[config.mk]
export PLATFORM = sky130hd
export DESIGN_NAME = rps_receiver_power_sequencer
export DESIGN_NICKNAME = d
export VERILOG_FILES = /design/src/hdl/rps_pkg.sv /design/src/hdl/rps_receiver_power_sequencer.sv
export SDC_FILE = /design/constraint.sdc
export NUM_CORES = 1
export LEC_CHECK = 0
export BUFFER_PORTS_ARGS = -buffer_cell sky130_fd_sc_hd__buf_2
export CORE_MARGIN = 2
export CORE_UTILIZATION = 49
export DETAILED_ROUTE_END_ITERATION = 10
export GPL_ROUTABILITY_DRIVEN = 1
export HOLD_SLACK_MARGIN = 0.08
export PLACE_DENSITY = 0.63
export SKIP_CTS_REPAIR_TIMING = 1
export SYNTH_ARGS = -nofsm -noshare
export SYNTH_HDL_FRONTEND = slang
export SYNTH_SLANG_ARGS = --single-unit
export TNS_END_PERCENT = 5
[constraint.sdc]
create_clock -name clk_i -period 8.9 [get_ports clk_i]
set_input_delay 1.335 -clock clk_i [delete_from_list [all_inputs] [get_ports clk_i]]
set_output_delay 1.335 -clock clk_i [all_outputs]
set_load 0.01 [all_outputs]
[src/hdl/rps_pkg.sv]
package rps_pkg;

   // Register byte addresses
   localparam logic [11:0] ADDR_CTRL = 12'h000;
   localparam logic [11:0] ADDR_FORCE = 12'h004;
   localparam logic [11:0] ADDR_STATUS = 12'h008;
   localparam logic [11:0] ADDR_SET_BASE = 12'h040;
   localparam logic [11:0] ADDR_SET_LAST = 12'h074;

   // Control register bits
   localparam int CTRL_ENABLE = 0;
   localparam int CTRL_IDE = 1;
   localparam int CTRL_NOISE = 2;
   localparam int CTRL_AWORD = 3;

   // Setting word layout
   localparam int SET_PAT_LSB = 0;
   localparam int SET_POLL_BIT = 8;
   localparam int SET_EN_BIT = 9;
   localparam int SET_DUR_LSB = 16;

   // Status word layout
   localparam int STS_LB_BIT = 0;
   localparam int STS_LBU_BIT = 1;
   localparam int STS_STATE_LSB = 4;
   localparam int STS_IDX_LSB = 8;
   localparam int STS_VALID_BIT = 12;

   // Setting table indices
   localparam int NUM_SET = 14;
   localparam int NUM_WARM = 6;
   localparam int NUM_SHUT = 3;
   localparam logic [3:0] IDX_OFF = 4'h0;
   localparam logic [3:0] IDX_WU0 = 4'h1;
   localparam logic [3:0] IDX_SD0 = 4'h7;
   localparam logic [3:0] IDX_SY16 = 4'hA;
   localparam logic [3:0] IDX_SY32 = 4'hB;
   localparam logic [3:0] IDX_DA16 = 4'hC;
   localparam logic [3:0] IDX_DA32 = 4'hD;

   // Timing
   localparam int CLK_PERIOD_NS = 8;
   localparam int UNIT_NS = 100_000;
   localparam int UNIT_CYC = (UNIT_NS + CLK_PERIOD_NS - 1) / CLK_PERIOD_NS;
   localparam int WINDOW_MS = 160;
   localparam int WINDOW_CYC = WINDOW_MS * 1_000_000 / CLK_PERIOD_NS;

   typedef enum logic [2:0] {
      ST_OFF = 3'b000,
      ST_WOFF = 3'b001,
      ST_WARM = 3'b010,
      ST_SYNC = 3'b011,
      ST_DATA = 3'b100,
      ST_SHUT = 3'b101
   } rps_state_t;

   typedef struct packed {
      logic [15:0] dur;
      logic en;
      logic poll;
      logic [7:0] pat;
   } rps_set_t;

   typedef struct packed {
      rps_state_t st;
      logic [3:0] idx;
      logic [15:0] cnt;
   } rps_step_t;

endpackage

[src/hdl/rps_receiver_power_sequencer.sv]
`timescale 1ns/1ps
module rps_receiver_power_sequencer #(
   parameter int UNIT_CYCLES = rps_pkg::UNIT_CYC,
   parameter int WINDOW_CYCLES = rps_pkg::WINDOW_CYC
) (
   input wire logic clk_i,
   input wire logic resetn_i,
   input wire logic psel_i,
   input wire logic penable_i,
   input wire logic pwrite_i,
   input wire logic [11:0] paddr_i,
   input wire logic [31:0] pwdata_i,
   output logic [31:0] prdata_o,
   output logic pready_o,
   output logic pslverr_o,
   input wire logic auto_warmup_i,
   input wire logic shutdown_req_i,
   input wire logic sync_found_i,
   input wire logic rate_3200_i,
   input wire logic low_battery_input_i,
   input wire logic rx_line0_i,
   input wire logic demod_symbol_in0_i,
   input wire logic demod_symbol_in1_i,
   output logic [7:0] rx_ctrl_lines_o,
   output logic [7:0] rx_ctrl_lines_oe_o,
   output logic slicer_fast_track_o,
   output logic demod_line_o,
   output logic [1:0] symbols_o,
   output logic symbols_valid_o,
   output logic status_report_o
);

   rps_pkg::rps_set_t set_r [rps_pkg::NUM_SET];
   rps_pkg::rps_state_t state_r;
   rps_pkg::rps_step_t step_nxt;
   logic [3:0] idx_r;
   logic [15:0] cnt_r;
   logic [31:0] win_r;
   logic [31:0] tick_cnt_r;
   logic tick;
   logic expire;
   logic enable_r, enable_prev_r, ide_r, ever_on_r;
   logic noise_req_r, aword_req_r;
   logic [7:0] force_r;
   logic host_aword_r, auto_r;
   logic lob_s1_r, lob_s2_r, line0_s1_r, line0_s2_r;
   logic [1:0] sym_s1_r, sym_s2_r;
   logic lb_r, lbu_r, lb_have_r;
   logic leave, poll_hit;
   logic acc, wr, rd, set_hit, status_rd;
   logic [3:0] set_sel;
   logic [31:0] rdata;
   logic rd_err;

   // APB: one wait state, decode on the access phase
   assign acc = psel_i && penable_i && pready_o;
   assign wr = acc && pwrite_i;
   assign rd = acc && !pwrite_i;
   assign set_hit = (paddr_i >= rps_pkg::ADDR_SET_BASE) && (paddr_i <= rps_pkg::ADDR_SET_LAST)
      && (paddr_i[1:0] == 2'h0);
   assign set_sel = 4'((paddr_i - rps_pkg::ADDR_SET_BASE) >> 2);
   assign status_rd = rd && (paddr_i == rps_pkg::ADDR_STATUS);

   always_comb begin
      rdata = 32'h0000_0000;
      rd_err = 1'b0;
      if (paddr_i == rps_pkg::ADDR_CTRL) begin
         rdata[rps_pkg::CTRL_ENABLE] = enable_r;
         rdata[rps_pkg::CTRL_IDE] = ide_r;
      end else if (paddr_i == rps_pkg::ADDR_FORCE) begin
         rdata[7:0] = force_r;
      end else if (paddr_i == rps_pkg::ADDR_STATUS) begin
         rdata[rps_pkg::STS_LB_BIT] = lb_r;
         rdata[rps_pkg::STS_LBU_BIT] = lbu_r;
         rdata[rps_pkg::STS_STATE_LSB +: 3] = state_r;
         rdata[rps_pkg::STS_IDX_LSB +: 4] = idx_r;
         rdata[rps_pkg::STS_VALID_BIT] = symbols_valid_o;
      end else if (set_hit) begin
         rdata[rps_pkg::SET_PAT_LSB +: 8] = set_r[set_sel].pat;
         rdata[rps_pkg::SET_POLL_BIT] = set_r[set_sel].poll;
         rdata[rps_pkg::SET_EN_BIT] = set_r[set_sel].en;
         rdata[rps_pkg::SET_DUR_LSB +: 16] = set_r[set_sel].dur;
      end else begin
         rd_err = 1'b1;
      end
   end

   always_ff @(posedge clk_i or negedge resetn_i) begin
      if (!resetn_i) begin
         pready_o <= 1'b0;
         prdata_o <= 32'h0000_0000;
         pslverr_o <= 1'b0;
      end else begin
         pready_o <= psel_i && penable_i && !pready_o;
         if (psel_i && penable_i && !pready_o) begin
            prdata_o <= pwrite_i ? 32'h0000_0000 : rdata;
            pslverr_o <= rd_err;
         end else begin
            pslverr_o <= 1'b0;
         end
      end
   end

   // Control and force registers; request bits are one-shot and read as zero
   always_ff @(posedge clk_i or negedge resetn_i) begin
      if (!resetn_i) begin
         enable_r <= 1'b0;
         ide_r <= 1'b0;
         noise_req_r <= 1'b0;
         aword_req_r <= 1'b0;
         force_r <= 8'h00;
      end else begin
         noise_req_r <= 1'b0;
         aword_req_r <= 1'b0;
         if (wr && paddr_i == rps_pkg::ADDR_CTRL) begin
            enable_r <= pwdata_i[rps_pkg::CTRL_ENABLE];
            ide_r <= pwdata_i[rps_pkg::CTRL_IDE];
            noise_req_r <= pwdata_i[rps_pkg::CTRL_NOISE];
            aword_req_r <= pwdata_i[rps_pkg::CTRL_AWORD];
         end
         if (wr && paddr_i == rps_pkg::ADDR_FORCE) begin
            force_r <= pwdata_i[7:0];
         end
      end
   end

   // Setting table
   for (genvar g = 0; g < rps_pkg::NUM_SET; g++) begin : g_set
      always_ff @(posedge clk_i or negedge resetn_i) begin
         if (!resetn_i) begin
            set_r[g] <= '0;
         end else if (wr && set_hit && set_sel == 4'(g)) begin
            set_r[g].pat <= pwdata_i[rps_pkg::SET_PAT_LSB +: 8];
            set_r[g].poll <= pwdata_i[rps_pkg::SET_POLL_BIT];
            set_r[g].en <= pwdata_i[rps_pkg::SET_EN_BIT];
            set_r[g].dur <= pwdata_i[rps_pkg::SET_DUR_LSB +: 16];
         end
      end
   end

   // Duration timebase
   always_ff @(posedge clk_i or negedge resetn_i) begin
      if (!resetn_i) begin
         tick_cnt_r <= 32'h0000_0000;
      end else if (tick) begin
         tick_cnt_r <= 32'h0000_0000;
      end else begin
         tick_cnt_r <= tick_cnt_r + 32'h0000_0001;
      end
   end
   assign tick = (tick_cnt_r == 32'(UNIT_CYCLES - 1));
   assign expire = (cnt_r == 16'h0000) || (tick && cnt_r == 16'h0001);

   // Step builders: a disabled entry ends the chain
   function automatic rps_pkg::rps_step_t warm_from(input int k, input logic [3:0] sync_idx,
         input logic [15:0] sync_cnt);
      rps_pkg::rps_step_t s;
      if (k < rps_pkg::NUM_WARM && set_r[4'(k) + rps_pkg::IDX_WU0].en) begin
         s.st = rps_pkg::ST_WARM;
         s.idx = 4'(k) + rps_pkg::IDX_WU0;
         s.cnt = set_r[4'(k) + rps_pkg::IDX_WU0].dur;
      end else begin
         s.st = rps_pkg::ST_SYNC;
         s.idx = sync_idx;
         s.cnt = sync_cnt;
      end
      return s;
   endfunction

   function automatic rps_pkg::rps_step_t shut_from(input int k);
      rps_pkg::rps_step_t s;
      if (k < rps_pkg::NUM_SHUT && set_r[4'(k) + rps_pkg::IDX_SD0].en) begin
         s.st = rps_pkg::ST_SHUT;
         s.idx = 4'(k) + rps_pkg::IDX_SD0;
         s.cnt = set_r[4'(k) + rps_pkg::IDX_SD0].dur;
      end else begin
         s.st = rps_pkg::ST_OFF;
         s.idx = rps_pkg::IDX_OFF;
         s.cnt = 16'h0000;
      end
      return s;
   endfunction

   logic [3:0] auto_sync_idx, host_sync_idx;
   logic [15:0] host_sync_cnt;
   int warm_pos, shut_pos;

   assign auto_sync_idx = rate_3200_i ? rps_pkg::IDX_SY32 : rps_pkg::IDX_SY16;
   // The host path waits the 3200 sync time whichever sync setting it lands on
   assign host_sync_cnt = set_r[rps_pkg::IDX_SY32].dur;
   assign warm_pos = int'(idx_r - rps_pkg::IDX_WU0);
   assign shut_pos = int'(idx_r - rps_pkg::IDX_SD0);

   always_comb begin
      host_sync_idx = host_aword_r ? rps_pkg::IDX_SY16 : rps_pkg::IDX_SY32;
      step_nxt.st = state_r;
      step_nxt.idx = idx_r;
      step_nxt.cnt = (tick && cnt_r != 16'h0000) ? cnt_r - 16'h0001 : cnt_r;
      case (state_r)
         rps_pkg::ST_OFF: begin
            if (enable_r && !enable_prev_r) begin
               step_nxt = warm_from(0, rps_pkg::IDX_SY32, host_sync_cnt);
            end else if (enable_r && noise_req_r) begin
               step_nxt = warm_from(0, rps_pkg::IDX_SY32, host_sync_cnt);
            end else if (enable_r && aword_req_r) begin
               step_nxt = warm_from(0, rps_pkg::IDX_SY16, host_sync_cnt);
            end else if (enable_r && auto_warmup_i) begin
               step_nxt.st = rps_pkg::ST_WOFF;
               step_nxt.idx = rps_pkg::IDX_OFF;
               step_nxt.cnt = set_r[rps_pkg::IDX_OFF].dur;
            end
         end
         rps_pkg::ST_WOFF, rps_pkg::ST_WARM: begin
            if (!enable_r) begin
               step_nxt = shut_from(0);
            end else if (auto_r && win_r == 32'h0000_0001) begin
               step_nxt = shut_from(0);
            end else if (expire) begin
               if (state_r == rps_pkg::ST_WOFF) begin
                  step_nxt = warm_from(0, auto_sync_idx, 16'h0000);
               end else if (auto_r) begin
                  step_nxt = warm_from(warm_pos + 1, auto_sync_idx, 16'h0000);
               end else begin
                  step_nxt = warm_from(warm_pos + 1, host_sync_idx, host_sync_cnt);
               end
            end
         end
         rps_pkg::ST_SYNC, rps_pkg::ST_DATA: begin
            if (!enable_r || shutdown_req_i) begin
               step_nxt = shut_from(0);
            end else if (state_r == rps_pkg::ST_SYNC && sync_found_i) begin
               step_nxt.st = rps_pkg::ST_DATA;
               step_nxt.idx = rate_3200_i ? rps_pkg::IDX_DA32 : rps_pkg::IDX_DA16;
               step_nxt.cnt = 16'h0000;
            end
         end
         rps_pkg::ST_SHUT: begin
            if (expire) begin
               step_nxt = shut_from(shut_pos + 1);
               // Re-enable seen during shut-down warms up when the last shut-down step ends, with no off step
               // Only a fresh enable restarts; a core shut-down request must reach off
               if (step_nxt.st == rps_pkg::ST_OFF && enable_r && !enable_prev_r) begin
                  step_nxt = warm_from(0, rps_pkg::IDX_SY32, host_sync_cnt);
               end
            end
         end
         default: begin
            step_nxt.st = rps_pkg::ST_OFF;
            step_nxt.idx = rps_pkg::IDX_OFF;
            step_nxt.cnt = 16'h0000;
         end
      endcase
   end

   always_ff @(posedge clk_i or negedge resetn_i) begin
      if (!resetn_i) begin
         state_r <= rps_pkg::ST_OFF;
         idx_r <= rps_pkg::IDX_OFF;
         cnt_r <= 16'h0000;
         enable_prev_r <= 1'b0;
      end else begin
         state_r <= step_nxt.st;
         idx_r <= step_nxt.idx;
         cnt_r <= step_nxt.cnt;
         // Consumed in off or at the end of shut-down, so an enable during shut-down is not lost
         if (state_r == rps_pkg::ST_OFF || !enable_r
               || (state_r == rps_pkg::ST_SHUT && step_nxt.st != rps_pkg::ST_SHUT)) begin
            enable_prev_r <= enable_r;
         end
      end
   end

   // Warm-up kind and 160 ms window
   always_ff @(posedge clk_i or negedge resetn_i) begin
      if (!resetn_i) begin
         auto_r <= 1'b0;
         host_aword_r <= 1'b0;
         win_r <= 32'h0000_0000;
      end else if (state_r == rps_pkg::ST_OFF || state_r == rps_pkg::ST_SHUT) begin
         auto_r <= step_nxt.st == rps_pkg::ST_WOFF;
         host_aword_r <= aword_req_r && !(enable_r && !enable_prev_r) && !noise_req_r;
         win_r <= 32'(WINDOW_CYCLES);
      end else if (win_r != 32'h0000_0000) begin
         win_r <= win_r - 32'h0000_0001;
      end
   end

   // Synchronisers
   always_ff @(posedge clk_i or negedge resetn_i) begin
      if (!resetn_i) begin
         lob_s1_r <= 1'b0;
         lob_s2_r <= 1'b0;
         line0_s1_r <= 1'b0;
         line0_s2_r <= 1'b0;
         sym_s1_r <= 2'h0;
         sym_s2_r <= 2'h0;
      end else begin
         lob_s1_r <= low_battery_input_i;
         lob_s2_r <= lob_s1_r;
         line0_s1_r <= rx_line0_i;
         line0_s2_r <= line0_s1_r;
         sym_s1_r <= {demod_symbol_in1_i, demod_symbol_in0_i};
         sym_s2_r <= sym_s1_r;
      end
   end

   // Low battery polling
   assign leave = (step_nxt.idx != idx_r) || (step_nxt.st != state_r);
   assign poll_hit = leave && set_r[idx_r].poll;

   always_ff @(posedge clk_i or negedge resetn_i) begin
      if (!resetn_i) begin
         lb_r <= 1'b0;
         lb_have_r <= 1'b0;
         lbu_r <= 1'b0;
         status_report_o <= 1'b0;
      end else begin
         status_report_o <= poll_hit && lb_have_r && (lob_s2_r != lb_r);
         if (poll_hit) begin
            lb_r <= lob_s2_r;
            lb_have_r <= 1'b1;
         end
         // A new change wins over a clearing read in the same cycle
         if (poll_hit && lb_have_r && lob_s2_r != lb_r) begin
            lbu_r <= 1'b1;
         end else if (status_rd) begin
            lbu_r <= 1'b0;
         end
      end
   end

   // Pin drive
   always_ff @(posedge clk_i or negedge resetn_i) begin
      if (!resetn_i) begin
         ever_on_r <= 1'b0;
         rx_ctrl_lines_o <= 8'h00;
         rx_ctrl_lines_oe_o <= 8'h00;
         slicer_fast_track_o <= 1'b0;
         demod_line_o <= 1'b0;
         symbols_o <= 2'h0;
         symbols_valid_o <= 1'b0;
      end else begin
         if (enable_r) begin
            ever_on_r <= 1'b1;
         end
         rx_ctrl_lines_o <= set_r[step_nxt.idx].pat;
         rx_ctrl_lines_oe_o <= (ever_on_r || enable_r) ? 8'hFF : force_r;
         if (ide_r) begin
            rx_ctrl_lines_oe_o[0] <= 1'b0;
         end
         slicer_fast_track_o <= set_r[step_nxt.idx].pat[0];
         demod_line_o <= ide_r && line0_s2_r;
         symbols_o <= sym_s2_r;
         symbols_valid_o <= (step_nxt.st == rps_pkg::ST_SYNC || step_nxt.st == rps_pkg::ST_DATA)
            && step_nxt.cnt == 16'h0000;
      end
   end

endmodule // rps_receiver_power_sequencer

# Yosys cells after proc, flatten, opt, wreduce, memory -nomap -nowiden
# Index checks and enable logic that the tools add are counted.
# Widths: inputs -> output; s select.
[totals] elab_cells=287 out_inout_bits=56 regBits=534 romBits=0 latchBits=0 n_memories=0 ramBits=0
[classes] addsub=10 n_bitwise=5 order_cmp=9 div_mod_pow=0 n_shift=0 reduce_logical=72 n_mux=72 multipliers=0 eq_ne=30
[op_table] cell="$bmux 26 s4" count=5
[op_table] cell="$mux 23" count=17
[op_table] cell="$mux 26" count=6
[op_table] cell="$mux 32" count=4
[op_table] cell="$mux 21" count=5
[op_table] cell="$pmux 23 s4" count=1
[op_table] cell="$mux 16" count=5
[op_table] cell="$logic_and 1x1->1" count=45
[op_table] cell="$add 32x1->32 const B" count=1
[op_table] cell="$eq 32x1->1 const B" count=1
[op_table] cell="$eq 32x14->1 const B" count=1
[op_table] cell="$logic_not 16->1" count=2
[op_table] cell="$mux 8" count=4
[op_table] cell="$reduce_bool 32->1" count=1
[op_table] cell="$sub 32x1->32 const B" count=1
[op_table] cell="$ge 5x5->1 const B" count=5
[op_table] cell="$not 4->5" count=5
[op_table] cell="$eq 4x4->1 const B" count=6
[op_table] cell="$mux 9" count=2
[op_table] cell="$eq 16x1->1 const B" count=1
[op_table] cell="$eq 4x3->1 const B" count=4
[op_table] cell="$reduce_bool 16->1" count=1
[op_table] cell="$sub 16x1->16 const B" count=1
[op_table] cell="$mux 1" count=14
[op_table] cell="other kinds (34)" count=60

# Logic depth before layout (Yosys ltp)
# Gate-level depths: netlist of the first run.
[logic_depth] word_depth=23 depth_mapped=20 ltp_nobuf=13

# Least setup slack after synthesis of the first run
# No wires, ideal clock.
[synth_path] kind="reg2reg" startpoint="register idx_r[0]" endpoint="register lb_r" setup_time_ps=128 t_arrival_ps=4255 required_time_ps=8772 stages_incl_launch_ff=17 path_slack_ps=4517 path_buffers=4 cell_sequence="dfrtp_1 -> buf_4 -> clkinv_1 -> buf_1 -> ha_1 -> buf_2 -> nor3b_1 -> or3_1 -> and2_1 -> clkbuf_1 -> a21o_1 -> nor2_2 -> nor2_1 -> o211ai_1 -> or4bb_1 -> o31ai_2 -> mux2_1"
[synth_between] elab_chain_len=20 elab_cells_between_ends=48 classes_between="6 x add/sub; 2 x order compare; 2 x eq/ne; 28 x mux; 3 x bitwise; 7 x reduce/logical"
[synth_lines] element="start: declaration" line_no="rps_receiver_power_sequencer.sv:36" rtl="logic [3:0] idx_r;"
[synth_lines] element="start signal: assignment" line_no="rps_receiver_power_sequencer.sv:258" rtl="idx_r <= rps_pkg::IDX_OFF;"
[synth_lines] element="start signal: assignment" line_no="rps_receiver_power_sequencer.sv:263" rtl="idx_r <= step_nxt.idx;"
[synth_lines] element="$sub 4x3->5" line_no="rps_receiver_power_sequencer.sv:192" rtl="assign shut_pos = int'(idx_r - rps_pkg::IDX_SD0);"
[synth_lines] element="$add 5x2->6" line_no="rps_receiver_power_sequencer.sv:239" rtl="step_nxt = shut_from(shut_pos + 1);"
[synth_lines] element="$add 4x3->4" line_no="rps_receiver_power_sequencer.sv:172, rps_receiver_power_sequencer.sv:174"
[synth_lines] element="$not 4->5 (not written as such)" line_no="rps_receiver_power_sequencer.sv:172" rtl="if (k < rps_pkg::NUM_SHUT && set_r[4'(k) + rps_pkg::IDX_SD0].en) begin"
[synth_lines] element="$bmux 26 s4" line_no="rps_receiver_power_sequencer.sv:172"
[synth_lines] element="$mux 26 (2 in series)"
[synth_lines] element="$logic_and 1x1->1" line_no="rps_receiver_power_sequencer.sv:172"
[synth_lines] element="$mux 23" line_no="rps_receiver_power_sequencer.sv:172"
[synth_lines] element="[2 not listed]"
[synth_lines] element="$logic_not 3->1" line_no="rps_receiver_power_sequencer.sv:242" rtl="if (step_nxt.st == rps_pkg::ST_OFF && enable_r && !enable_prev_r) begin"
[synth_lines] element="$logic_and 1x1->1 (2 in series)" line_no="rps_receiver_power_sequencer.sv:242"
[synth_lines] element="$mux 23" line_no="rps_receiver_power_sequencer.sv:242"
[synth_lines] element="$mux 23" line_no="rps_receiver_power_sequencer.sv:238" rtl="if (expire) begin"
[synth_lines] element="$pmux 23 s4" line_no="rps_receiver_power_sequencer.sv:199" rtl="case (state_r)"
[synth_lines] element="$ne 4x4->1 / $ne 3x3->1 (equally long branches)" line_no="rps_receiver_power_sequencer.sv:308" rtl="assign leave = (step_nxt.idx != idx_r) || (step_nxt.st != state_r);"
[synth_lines] element="$logic_or 1x1->1" line_no="rps_receiver_power_sequencer.sv:308"
[synth_lines] element="$logic_and 1x1->1 *" line_no="rps_receiver_power_sequencer.sv:309" rtl="assign poll_hit = leave && set_r[idx_r].poll;"
[synth_lines] element="end signal: assignment" line_no="rps_receiver_power_sequencer.sv:320" rtl="lb_r <= lob_s2_r;"
[synth_lines] element="end: declaration" line_no="rps_receiver_power_sequencer.sv:48" rtl="logic lb_r, lbu_r, lb_have_r;"
# Mark *: on every way between the ends. The rest lies on a longest branch, timed or not. The select of a mux whose other input is x is not followed.
# A chain may end at the register's enable or synchronous reset.

# Worst setup path in the final report of the first run
[layout_path] startpoint="register idx_r[1]" endpoint="register lb_r"
# Same word-level chain as after synthesis.

==> metrics.md, run 1 <==
| Metric | Value |
|---|---|
| Tcrit/Tclk final | `~74%` |
| Drt total wl | `roughly 99,000 um` |
| CP max stage cell | `ha_4` |
| TritonCTS clock tree | `done` |
| #FFs+latches synth | `530` |
| Critical path type | `register to register` |
| Max H-tree Level | `2` |
| Mapped Area | `30,200 um^2` |
| Minimum clock period | `6620 ps` |
| First-pass DRT Iterations | `7` |
| Largest net degree at the start of global routing | `between 150 and 200` |
| WP data required | `9430 ps` |
| Leak | `0.0149 uW` |
| Clk sinks | `530` |
| Hold/Removal Path Class | `register to register` |
| Cell taking the most area after synthesis | `dfrtp_1` |
| Fin Setup TNS | `0 ps` |
| Area of the multi-input gates | `around 16,000 um^2` |
| Layout area overhead | `11.3%` |
| Critical path, cell by cell | `inv_1, ha_4, buf_4, nor3_1, a21oi_1, a31oi_1, nand4_1, nand4_1, and3_1, buf_4, inv_2, o221ai_1, o31ai_2, mux2_1` |
| Final setup viols | `0` |
| I/O Pins | `113` |
| Initial drt markers | `between 2,000 and 2,500` |
| Total grt overflow | `0` |
| Total CTS buffers | `59` |
| Post-synth EDFFs | `0` |
| Fraction of layout cells with a size suffix above 1 | `30.3%` |
| Hpwl dp | `66,000 um` |
| Global Route Usage Sum | `31.4%` |
| Area contributors post-synth | `dfrtp_1, mux2_2, mux4_2` |
| Most used DFF post-synth | `dfrtp_1` |
| Peak supply drop | `about 180 uV` |
| Startpoint Class | `register` |
| WP data arrival | `between 7000 and 8000 ps` |
| Filler instances | `roughly 5,000` |
| RSZ-0062 raised after global routing | `false` |
| Antenna violations before repair | `3` |
| Final hold slack | `346 ps` |
| Max Root-Sink Buffers | `3` |
| Fmax achieved | `0.151 GHz` |
| Power Density | `230 nW/um^2` |
| Global-route wire length before repair | `151,000 um` |
| Post-route DRC violation count | `0` |
| # placed instances | `3,362` |
| Status | `finished clean` |
| Syn_area_per_cell | `11.4 um^2` |
| Critical Path End Type | `register` |
| Crit-path max cell delay | `790 ps` |
| Slew HR | `7.70%` |
| Yosys cell types | `98` |
| Root buffer cell | `clkbuf_16` |
| Routed len/inst | `~29 um` |
| CORE AREA | `60,600 um^2` |
| Max Clock Skew | `about 48 ps` |
| Mapped Cells | `roughly 2,600` |
| Post-synth top area share | `a little over two fifths` |
| Via count | `approximately 23,000` |
| Ys Warns | `0` |
| Num rows | `90` |
| Number of global-route vias before repair | `23,690` |
| Total power | `7720 uW` |
| Worst-skew pair later-pin latency | `650 ps` |
| Hold Violations, Final | `0` |
| Input/output buffers | `103` |
| Post-synthesis sequential area ratio | `44.0%` |
| Die area | `63,500 um^2` |
| Count of maximum capacitance violations | `0` |
| Max Slew Vio Count | `0` |
| Via/cell ratio | `6.73` |
| Worst Tran Pin Value | `between 1000 and 1500 ps` |
| Antenna Violating Nets Remaining | `0` |
| Gpl congestion | `between 0.9 and 1` |
| Starting density of the core | `between 40% and 50%` |
| Non-Filler Instances | `about 3,500` |
| Die width | `between 200 and 300 um` |
| Die height | `around 250 um` |
| Asr flop ratio synth | `100%` |
| Sequential cell area | `13,300 um^2` |
| Final #Nets | `2,708` |
| Worst-path clk slew | `60 ps` |
| Worst-path maximum fanout | `46` |
[synthesized netlist by cell type (26+ instances only)]
cell,n
nand4_1,29
buf_1,26
a211oi_1,26
or3_1,27
clkbuf_1,142
xor2_1,26
inv_1,49
nor2_1,155
nand2_1,158
nor3_1,57
dfrtp_1,530
a31oi_1,41
mux2i_1,147
o211ai_1,30
o21ai_0,79
mux4_2,122
o22ai_1,33
xnor2_1,39
mux2_2,378
nand3_1,51
a21oi_1,79
buf_2,32
[report_power, final]
part | switching, uW | internal, uW
logic | 1740 | 691
registers | 105 | 2480
clock network | 1060 | 1650
total | 2900 | 4830
[layout by cell type, fill, tap and decap left out, types with 49 or more instances in the layout]
| cell type | n |
|---|---|
| dfrtp_1 | 529 |
| mux2_2 | 378 |
| nand2_1 | 158 |
| mux2i_1 | 147 |
| nor2_1 | 145 |
| mux4_2 | 122 |
| buf_2 | 100 |
| o21ai_0 | 79 |
| a21oi_1 | 78 |
| clkbuf_16 | 59 |
| nor3_1 | 52 |
| nand3_1 | 51 |
| buf_4 | 51 |
| inv_1 | 49 |
[area by class of cell]
class                           count  area share, %
Multi-Input combinational cell   1843           47.6
Clock inverter                     32           1.51
Inverter                           52          0.589
Timing Repair Buffer              155           2.83
Tap cell                          782           2.92
Clock buffer                       79           5.01
Antenna cell                        2         0.0149
Sequential cell                   530           39.5
[worst paths after layout]
kind	startpoint	endpoint	slack, ps	cells after the start
max in group asynchronous	resetn_i	set_r[345]	5950	3
max	idx_r[1]	lb_r	2280	14
min	sym_s1_r[1]	sym_s2_r[1]	350	0
min in group asynchronous	resetn_i	symbols_valid_o	720	1
max reg2reg	idx_r[1]	lb_r	2280	14
min reg2reg	sym_s1_r[1]	sym_s2_r[1]	350	0
[worst max-delay path: cells and delay by family (launching register included)]
kind	cells	cell delay, ps
compound gates	4	2180
simple gates	4	760
fa+ha+maj	1	790
buf+inv	4	1540
flops	1	780
mux	1	380
[state kept, by name, indices dropped and copies added, names as in the netlist, 2 cells and up]
register and flops:
tick_cnt_r 32, host_sync_cnt 16, force_r 8, sym_s1_r 2
idx_r 4, sym_s2_r 2, win_r 32, symbols_o 2
rx_ctrl_lines_oe_o 8, set_r 348, prdata_o 29, rx_ctrl_lines_o 8
state_r 3, cnt_r 16
[per-layer routing]
metal	wire length (um)	track usage, %
met1	40300	40.8
met2	47200	51.6
met3	6450	4.88
met4	5430	15.7
met5	7	0
[cell families after synthesis]
family                     synth area share, %
and+or+nand+nor                           10.2
AOI/OAI and AO/OA                         11.7
other                                   0.0124
DFF                                       44.0
muxes                                     28.1
xor gates and xnor gates                  1.94
adders and majority gates                0.415
buffers and inverters                     3.58
[through the flow]
step                      utilization, %  instance area [um^2]  setup slack, ps
final                               55.4                 33600             2280
after detailed placement            51.8                 31400             2420
after global routing                55.4                 33600             1970
after global placement              51.8                 31400             2590
after CTS                           55.4                 33600             2400
after floorplan                        -                 30200             4520
(Power assumes the default switching activity.)
==> inputs of run 2 (changes only) <==
- clock period: 8.9 -> 6.9 ns (I/O delays scaled with it)
==> run 2 against run 1 <==
Effect of this change: clock power is 24% higher; die area did not move; register-to-register slack worse by 1000 ps; critical path depth grew 1; worst setup slack lost 1000 ps; sequential power up 30%; routed wire length decreased by 0.49%; sequential share of layout area hardly changed; clock skew shrank 4.0 ps; cell count is 0.17% higher; first-iteration DRC count is 4.7% lower; via count about the same; critical path type unchanged; largest power group is now registers; highest routed layer unchanged.
==> metrics.md, run 2 (synthesis gave the netlist of run 1 again) <==
| Metric | Value |
|---|---|
| Clk pwr share | `34.0% (was 35.1%)` |
| Clk sinks | `530 (unchanged)` |
| Max Clock Skew | `44.4 ps (was 48.5 ps)` |
| Initial drt markers | `2,293 (was 2,407)` |
| Final setup viols | `0 (unchanged)` |
| Total grt overflow | `0 (unchanged)` |
| Logic gate share of total power | `31.9% (was 31.4%)` |
| WP data arrival | `6240 ps (was 7160 ps)` |
| Most flops, register | `set_r (unchanged)` |
| Die height | `252 um (unchanged)` |
| Post-route DRC violation count | `0 (unchanged)` |
| Status | `finished clean (unchanged)` |
| Largest net degree at the start of global routing | `169 (was 195)` |
| Critical Path End Type | `register (unchanged)` |
| Leak | `0.0149 uW (about the same)` |
| Worst Tran Pin Value | `1350 ps (was 1370 ps)` |
| Die area | `63,500 um^2 (unchanged)` |
| Slew HR | `9.63% (was 7.70%)` |
| Sw Pwr | `3730 uW (was 2900 uW)` |
| First-pass DRT Iterations | `7 (unchanged)` |
| Hpwl dp | `66,500 um (was 66,000 um)` |
| Hold Violations, Final | `0 (unchanged)` |
| Minimum clock period | `5650 ps (was 6620 ps)` |
| Max FFs per register | `348 (unchanged)` |
| Input/output buffers | `103 (unchanged)` |
| Layout area overhead | `11.3% (about the same)` |
| Worst-path maximum fanout | `25 (was 46)` |
| RSZ-0062 raised after global routing | `false (unchanged)` |
| Ant diodes | `0 (was 2)` |
| Max H-tree Level | `2 (unchanged)` |
| Num rows | `90 (unchanged)` |
| Via/cell ratio | `6.73 (about the same)` |
| Die width | `252 um (unchanged)` |
| Most frequent cells in the layout | `dfrtp_1, mux2_2, nand2_1 (unchanged)` |
| Root buffer cell | `clkbuf_16 (unchanged)` |
| Fmax achieved | `0.177 GHz (was 0.151 GHz)` |
| Hold/Removal Path Class | `register to register (unchanged)` |
| Global Route Usage Sum | `31.2% (was 31.4%)` |
| Core Util, Final | `55.4% (about the same)` |
| Drt total wl | `98,900 um (was 99,400 um)` |
| Seq pwr share | `34.1% (was 33.5%)` |
| Critical path type | `register to register (unchanged)` |
| Commonest non-fill, non-tap cell in the layout | `dfrtp_1 (unchanged)` |
| Global-route wire length before repair | `150,000 um (was 151,000 um)` |
| CORE AREA | `60,600 um^2 (unchanged)` |
| Antenna violations before repair | `3 (unchanged)` |
| Via count | `23,411 (was 23,404)` |
| WP data required | `7480 ps (was 9430 ps)` |
| Fin Setup TNS | `0 ps (unchanged)` |
| Startpoint Class | `register (unchanged)` |
| I/O Pins | `113 (unchanged)` |
| Number of global-route vias before repair | `23,963 (was 23,690)` |
| Worst-skew pair later-pin latency | `660 ps (was 650 ps)` |
| Gpl congestion | `0.998 (was 1.00)` |
| Starting density of the core | `49.8% (unchanged)` |
| Regs by FF count | `set_r x348, tick_cnt_r x32, win_r x32 (unchanged)` |
| Tcrit/Tclk final | `81.9% (was 74.4%)` |
| Count of maximum capacitance violations | `0 (unchanged)` |
| Antenna Violating Nets Remaining | `0 (unchanged)` |
| Routed len/inst | `28.4 um (was 28.6 um)` |
| Max Slew Vio Count | `0 (unchanged)` |
| Fraction of layout cells with a size suffix above 1 | `30.4% (was 30.3%)` |
| TritonCTS clock tree | `done (unchanged)` |
| Final #Nets | `2,720 (was 2,708)` |
| Worst-path clk slew | `60 ps (about the same)` |
| Power Density | `295 nW/um^2 (was 230 nW/um^2)` |
| Total CTS buffers | `58 (was 59)` |
| Pint | `6150 uW (was 4830 uW)` |
| Sw Share | `37.7% (was 37.5%)` |
| Peak supply drop | `234 uV (was 177 uV)` |
| Max Root-Sink Buffers | `3 (unchanged)` |
run 2: power by group through the flow:
stage / Clock (uW) / Sequential [uW] / Combinational (uW)
2_1_floorplan: 0 / 3320 / 2010
3_3_place_gp: 0 / 3420 / 3020
3_5_place_dp: 0 / 3420 / 3050
4_1_cts: 3410 / 3370 / 3060
5_1_grt: 3530 / 3380 / 3310
6_report: 3360 / 3370 / 3150
run 2: metrics by stage:
stage               instances  setup slack [ps]  total power [uW]  instance area, um^2  hold WS, ps
finish                   3481              1250              9880                33600          346
global route             3481               939             10200                33600          358
floorplan                2636              2520              5330                30200          331
CTS                      3481              1360              9840                33600          349
global placement         3375              1510              6440                31500          332
detailed placement       3375              1370              6470                31500          336
run 2: path summary, 6_finish.rpt:
| kind | startpoint | to | slack, ps | cells past startpoint |
|---|---|---|---|---|
| min in group asynchronous | resetn_i | tick_cnt_r[26] | 480 | 1 |
| max reg2reg | idx_r[1] | rx_ctrl_lines_o[3] | 1250 | 15 |
| max in group asynchronous | resetn_i | idx_r[0] | 4860 | 2 |
| max | idx_r[1] | rx_ctrl_lines_o[3] | 1250 | 15 |
| min reg2reg | sym_s1_r[1] | sym_s2_r[1] | 350 | 0 |
| min | sym_s1_r[1] | sym_s2_r[1] | 350 | 0 |
run 2: routing by layer:
layer	wire, um	GRT usage, %
met1	39700	40.6
met2	47600	51.6
met3	6410	4.31
met4	5190	15.4
met5	34	0
run 2: critical path, cell delays in order (launching register included):
cell and delay [ps]:
dfrtp_1 780, inv_1 290, ha_4 540, nand2b_1 110
nor3_1 340, or3_1 610, a21oi_2 120, buf_4 210
or3_1 360, a311o_1 660, nor3_4 270, buf_4 370
inv_4 240, mux2i_1 180, o211ai_1 230, o211a_1 250
run 2: area by class of cell:
type	instances	area, um^2
Fill cell	5166	27000
Clock inverter	31	482
Sequential cell	530	13300
Tap cell	782	978
Clock buffer	75	1600
Timing Repair Buffer	168	1060
Multi-Input combinational cell	1843	16000
Inverter	52	198
==> inputs of run 3 (changes only) <==
- PLACE_DENSITY: 0.63 -> 0.65
- clock period: 6.9 -> 5.2 ns (I/O delays scaled with it)
==> run 3 against run 2 <==
Effect of this change: core utilization up 0.18 points; worst setup slack worse by 800 ps; worst hold slack worse by 160 ps; first-iteration DRC count down 7.2%; fmax up 19%; largest power group unchanged; highest routed layer unchanged.
==> metrics.md, run 3 (synthesis gave the netlist of run 1 again) <==
| Metric | Value |
|---|---|
| Via/cell ratio | `6.73 (about the same)` |
| Root buffer cell | `clkbuf_16 (unchanged)` |
| Worst-path maximum fanout | `33 (was 25)` |
| Fraction of layout cells with a size suffix above 1 | `30.7% (was 30.4%)` |
| Die height | `252 um (unchanged)` |
| Most flops, register | `set_r (unchanged)` |
| Num rows | `90 (unchanged)` |
| Worst-path clk slew | `60 ps (about the same)` |
| Global Route Usage Sum | `31.4% (was 31.2%)` |
| Total CTS buffers | `58 (unchanged)` |
| Gpl congestion | `0.991 (was 0.998)` |
| Total grt overflow | `0 (unchanged)` |
| Max FFs per register | `348 (unchanged)` |
| Fin Setup TNS | `0 ps (unchanged)` |
| CORE AREA | `60,600 um^2 (unchanged)` |
| Status | `finished clean (unchanged)` |
| Clk pwr share | `32.3% (was 34.0%)` |
| Peak supply drop | `386 uV (was 234 uV)` |
| Initial drt markers | `2,128 (was 2,293)` |
| Power Density | `385 nW/um^2 (was 295 nW/um^2)` |
| Sw Pwr | `4870 uW (was 3730 uW)` |
| Worst setup margin | `443 ps (was 1250 ps)` |
| Routed len/inst | `28.4 um (about the same)` |
| Minimum clock period | `4760 ps (was 5650 ps)` |
| Regs by FF count | `set_r x348, tick_cnt_r x32, win_r x32 (unchanged)` |
| Global-route wire length before repair | `151,000 um (was 150,000 um)` |
| Worst-skew pair later-pin latency | `650 ps (was 660 ps)` |
| Die area | `63,500 um^2 (unchanged)` |
| Drt total wl | `99,300 um (was 98,900 um)` |
| Hold Violations, Final | `0 (unchanged)` |
| Post-route DRC violation count | `0 (unchanged)` |
| First-pass DRT Iterations | `6 (was 7)` |
| Pre-CTS setup slack | `515 ps (was 1370 ps)` |
| Final setup viols | `0 (unchanged)` |
| Hold/Removal Path Class | `primary input to asynchronous set/reset pin (was register to register)` |
| Tcrit/Tclk final | `91.5% (was 81.9%)` |
| Die width | `252 um (unchanged)` |
| Largest net degree at the start of global routing | `116 (was 169)` |
| TritonCTS clock tree | `done (unchanged)` |
| Final hold slack | `184 ps (was 346 ps)` |
| I/O Pins | `113 (unchanged)` |
| Slew HR | `24.0% (was 9.63%)` |
| Count of maximum capacitance violations | `0 (unchanged)` |
| Clk sinks | `530 (unchanged)` |
| Max H-tree Level | `2 (unchanged)` |
| Seq pwr share | `34.2% (was 34.1%)` |
| Starting density of the core | `49.8% (unchanged)` |
| Number of global-route vias before repair | `23,784 (was 23,963)` |
| Pint | `8090 uW (was 6150 uW)` |
| Logic gate share of total power | `33.5% (was 31.9%)` |
| Worst Tran Pin Value | `1130 ps (was 1350 ps)` |
| Critical path type | `register to register (unchanged)` |
| Antenna Violating Nets Remaining | `0 (unchanged)` |
| Commonest non-fill, non-tap cell in the layout | `dfrtp_1 (unchanged)` |
| Max Root-Sink Buffers | `3 (unchanged)` |
| Leak | `0.0150 uW (was 0.0149 uW)` |
| Critical Path End Type | `register (unchanged)` |
| WP data arrival | `5270 ps (was 6240 ps)` |
| Startpoint Class | `register (unchanged)` |
| Filler instances | `5,043 (was 5,166)` |
| Final #Nets | `2,746 (was 2,720)` |
| Max Clock Skew | `42.1 ps (was 44.4 ps)` |
| RSZ-0062 raised after global routing | `false (unchanged)` |
| Hpwl dp | `67,900 um (was 66,500 um)` |
| Max Slew Vio Count | `0 (unchanged)` |
| Via count | `23,531 (was 23,411)` |
| WP data required | `5710 ps (was 7480 ps)` |
| Fmax achieved | `0.210 GHz (was 0.177 GHz)` |
| Antenna violations before repair | `3 (unchanged)` |
| Ant diodes | `0 (unchanged)` |
| Most frequent cells in the layout | `dfrtp_1, mux2_2, nand2_1 (unchanged)` |
| Input/output buffers | `103 (unchanged)` |
| Layout area overhead | `11.6% (was 11.3%)` |
| Sw Share | `37.6% (was 37.7%)` |
==> run 3: changes by cell type in the layout (fill, tap and decap cells not counted), sizes merged <==
cell and change:
buf +26, clkbuf +11, clkinv -10, bufinv -6
clkinvlp -3
==> run 3: metal layers <==
metal / vias up / GRT usage [%] / part of all wire [%]
met3: 267 / 4.15 / 6.0
met5: - / 0 / 0.034
met2: 991 / 51.5 / 48
met1: 12225 / 41.1 / 40
li1: 10042 / - / -
met4: 6 / 15.7 / 5.3
==> run 3: layout make-up <==
type	count	area (um^2)	share of cell area (%)
multi-input cells	1843	16000	47.5
flip-flops and latches	530	13300	39.4
clock buffers	86	1720	5.10
repair buffers	194	1320	3.92
well taps	782	978	2.91
clock inverters	12	208	0.617
inverters	52	198	0.587
==> run 3: metrics by stage <==
step / util [%] / cell area, um^2 / total power (uW) / instances
2_1_floorplan: - / 30200 / 7070 / 2636
3_3_place_gp: 52.4 / 31700 / 8670 / 3401
3_5_place_dp: 52.4 / 31700 / 8710 / 3401
4_1_cts: 55.6 / 33700 / 12900 / 3499
5_1_grt: 55.6 / 33700 / 13500 / 3499
6_report: 55.6 / 33700 / 13000 / 3499
==> run 3: power groups by stage <==
stage	logic, uW	registers, uW	clock network, uW
detailed placement	4220	4500	0
global placement	4180	4490	0
global route	4590	4440	4430
finish	4340	4430	4190
CTS	4230	4420	4250
floorplan	2660	4410	0
==> run 3: worst paths after layout <==
path	cells after the start	end	from	slack, ps
min in group clk_i	1	lob_s1_r	low_battery_input_i	250
max in group asynchronous	2	set_r[303]	resetn_i	3660
worst min-delay path	1	tick_cnt_r[24]	resetn_i	180
worst max-delay path	14	rx_ctrl_lines_o[5]	idx_r[0]	440
worst max register to register	14	rx_ctrl_lines_o[5]	idx_r[0]	440
worst min register to register	0	symbols_o[1]	sym_s2_r[1]	350
==> run 3: worst max-delay path, stage by stage, from the launching register on <==
cell	delay [ps]
dfrtp_4	570
clkinv_1	180
ha_4	650
mux2_2	410
mux4_2	610
a21oi_2	200
a21oi_2	110
buf_4	230
a2111o_1	460
a21oi_4	210
nor3_4	70
inv_4	340
mux2i_1	250
o211ai_1	100
o211a_1	180
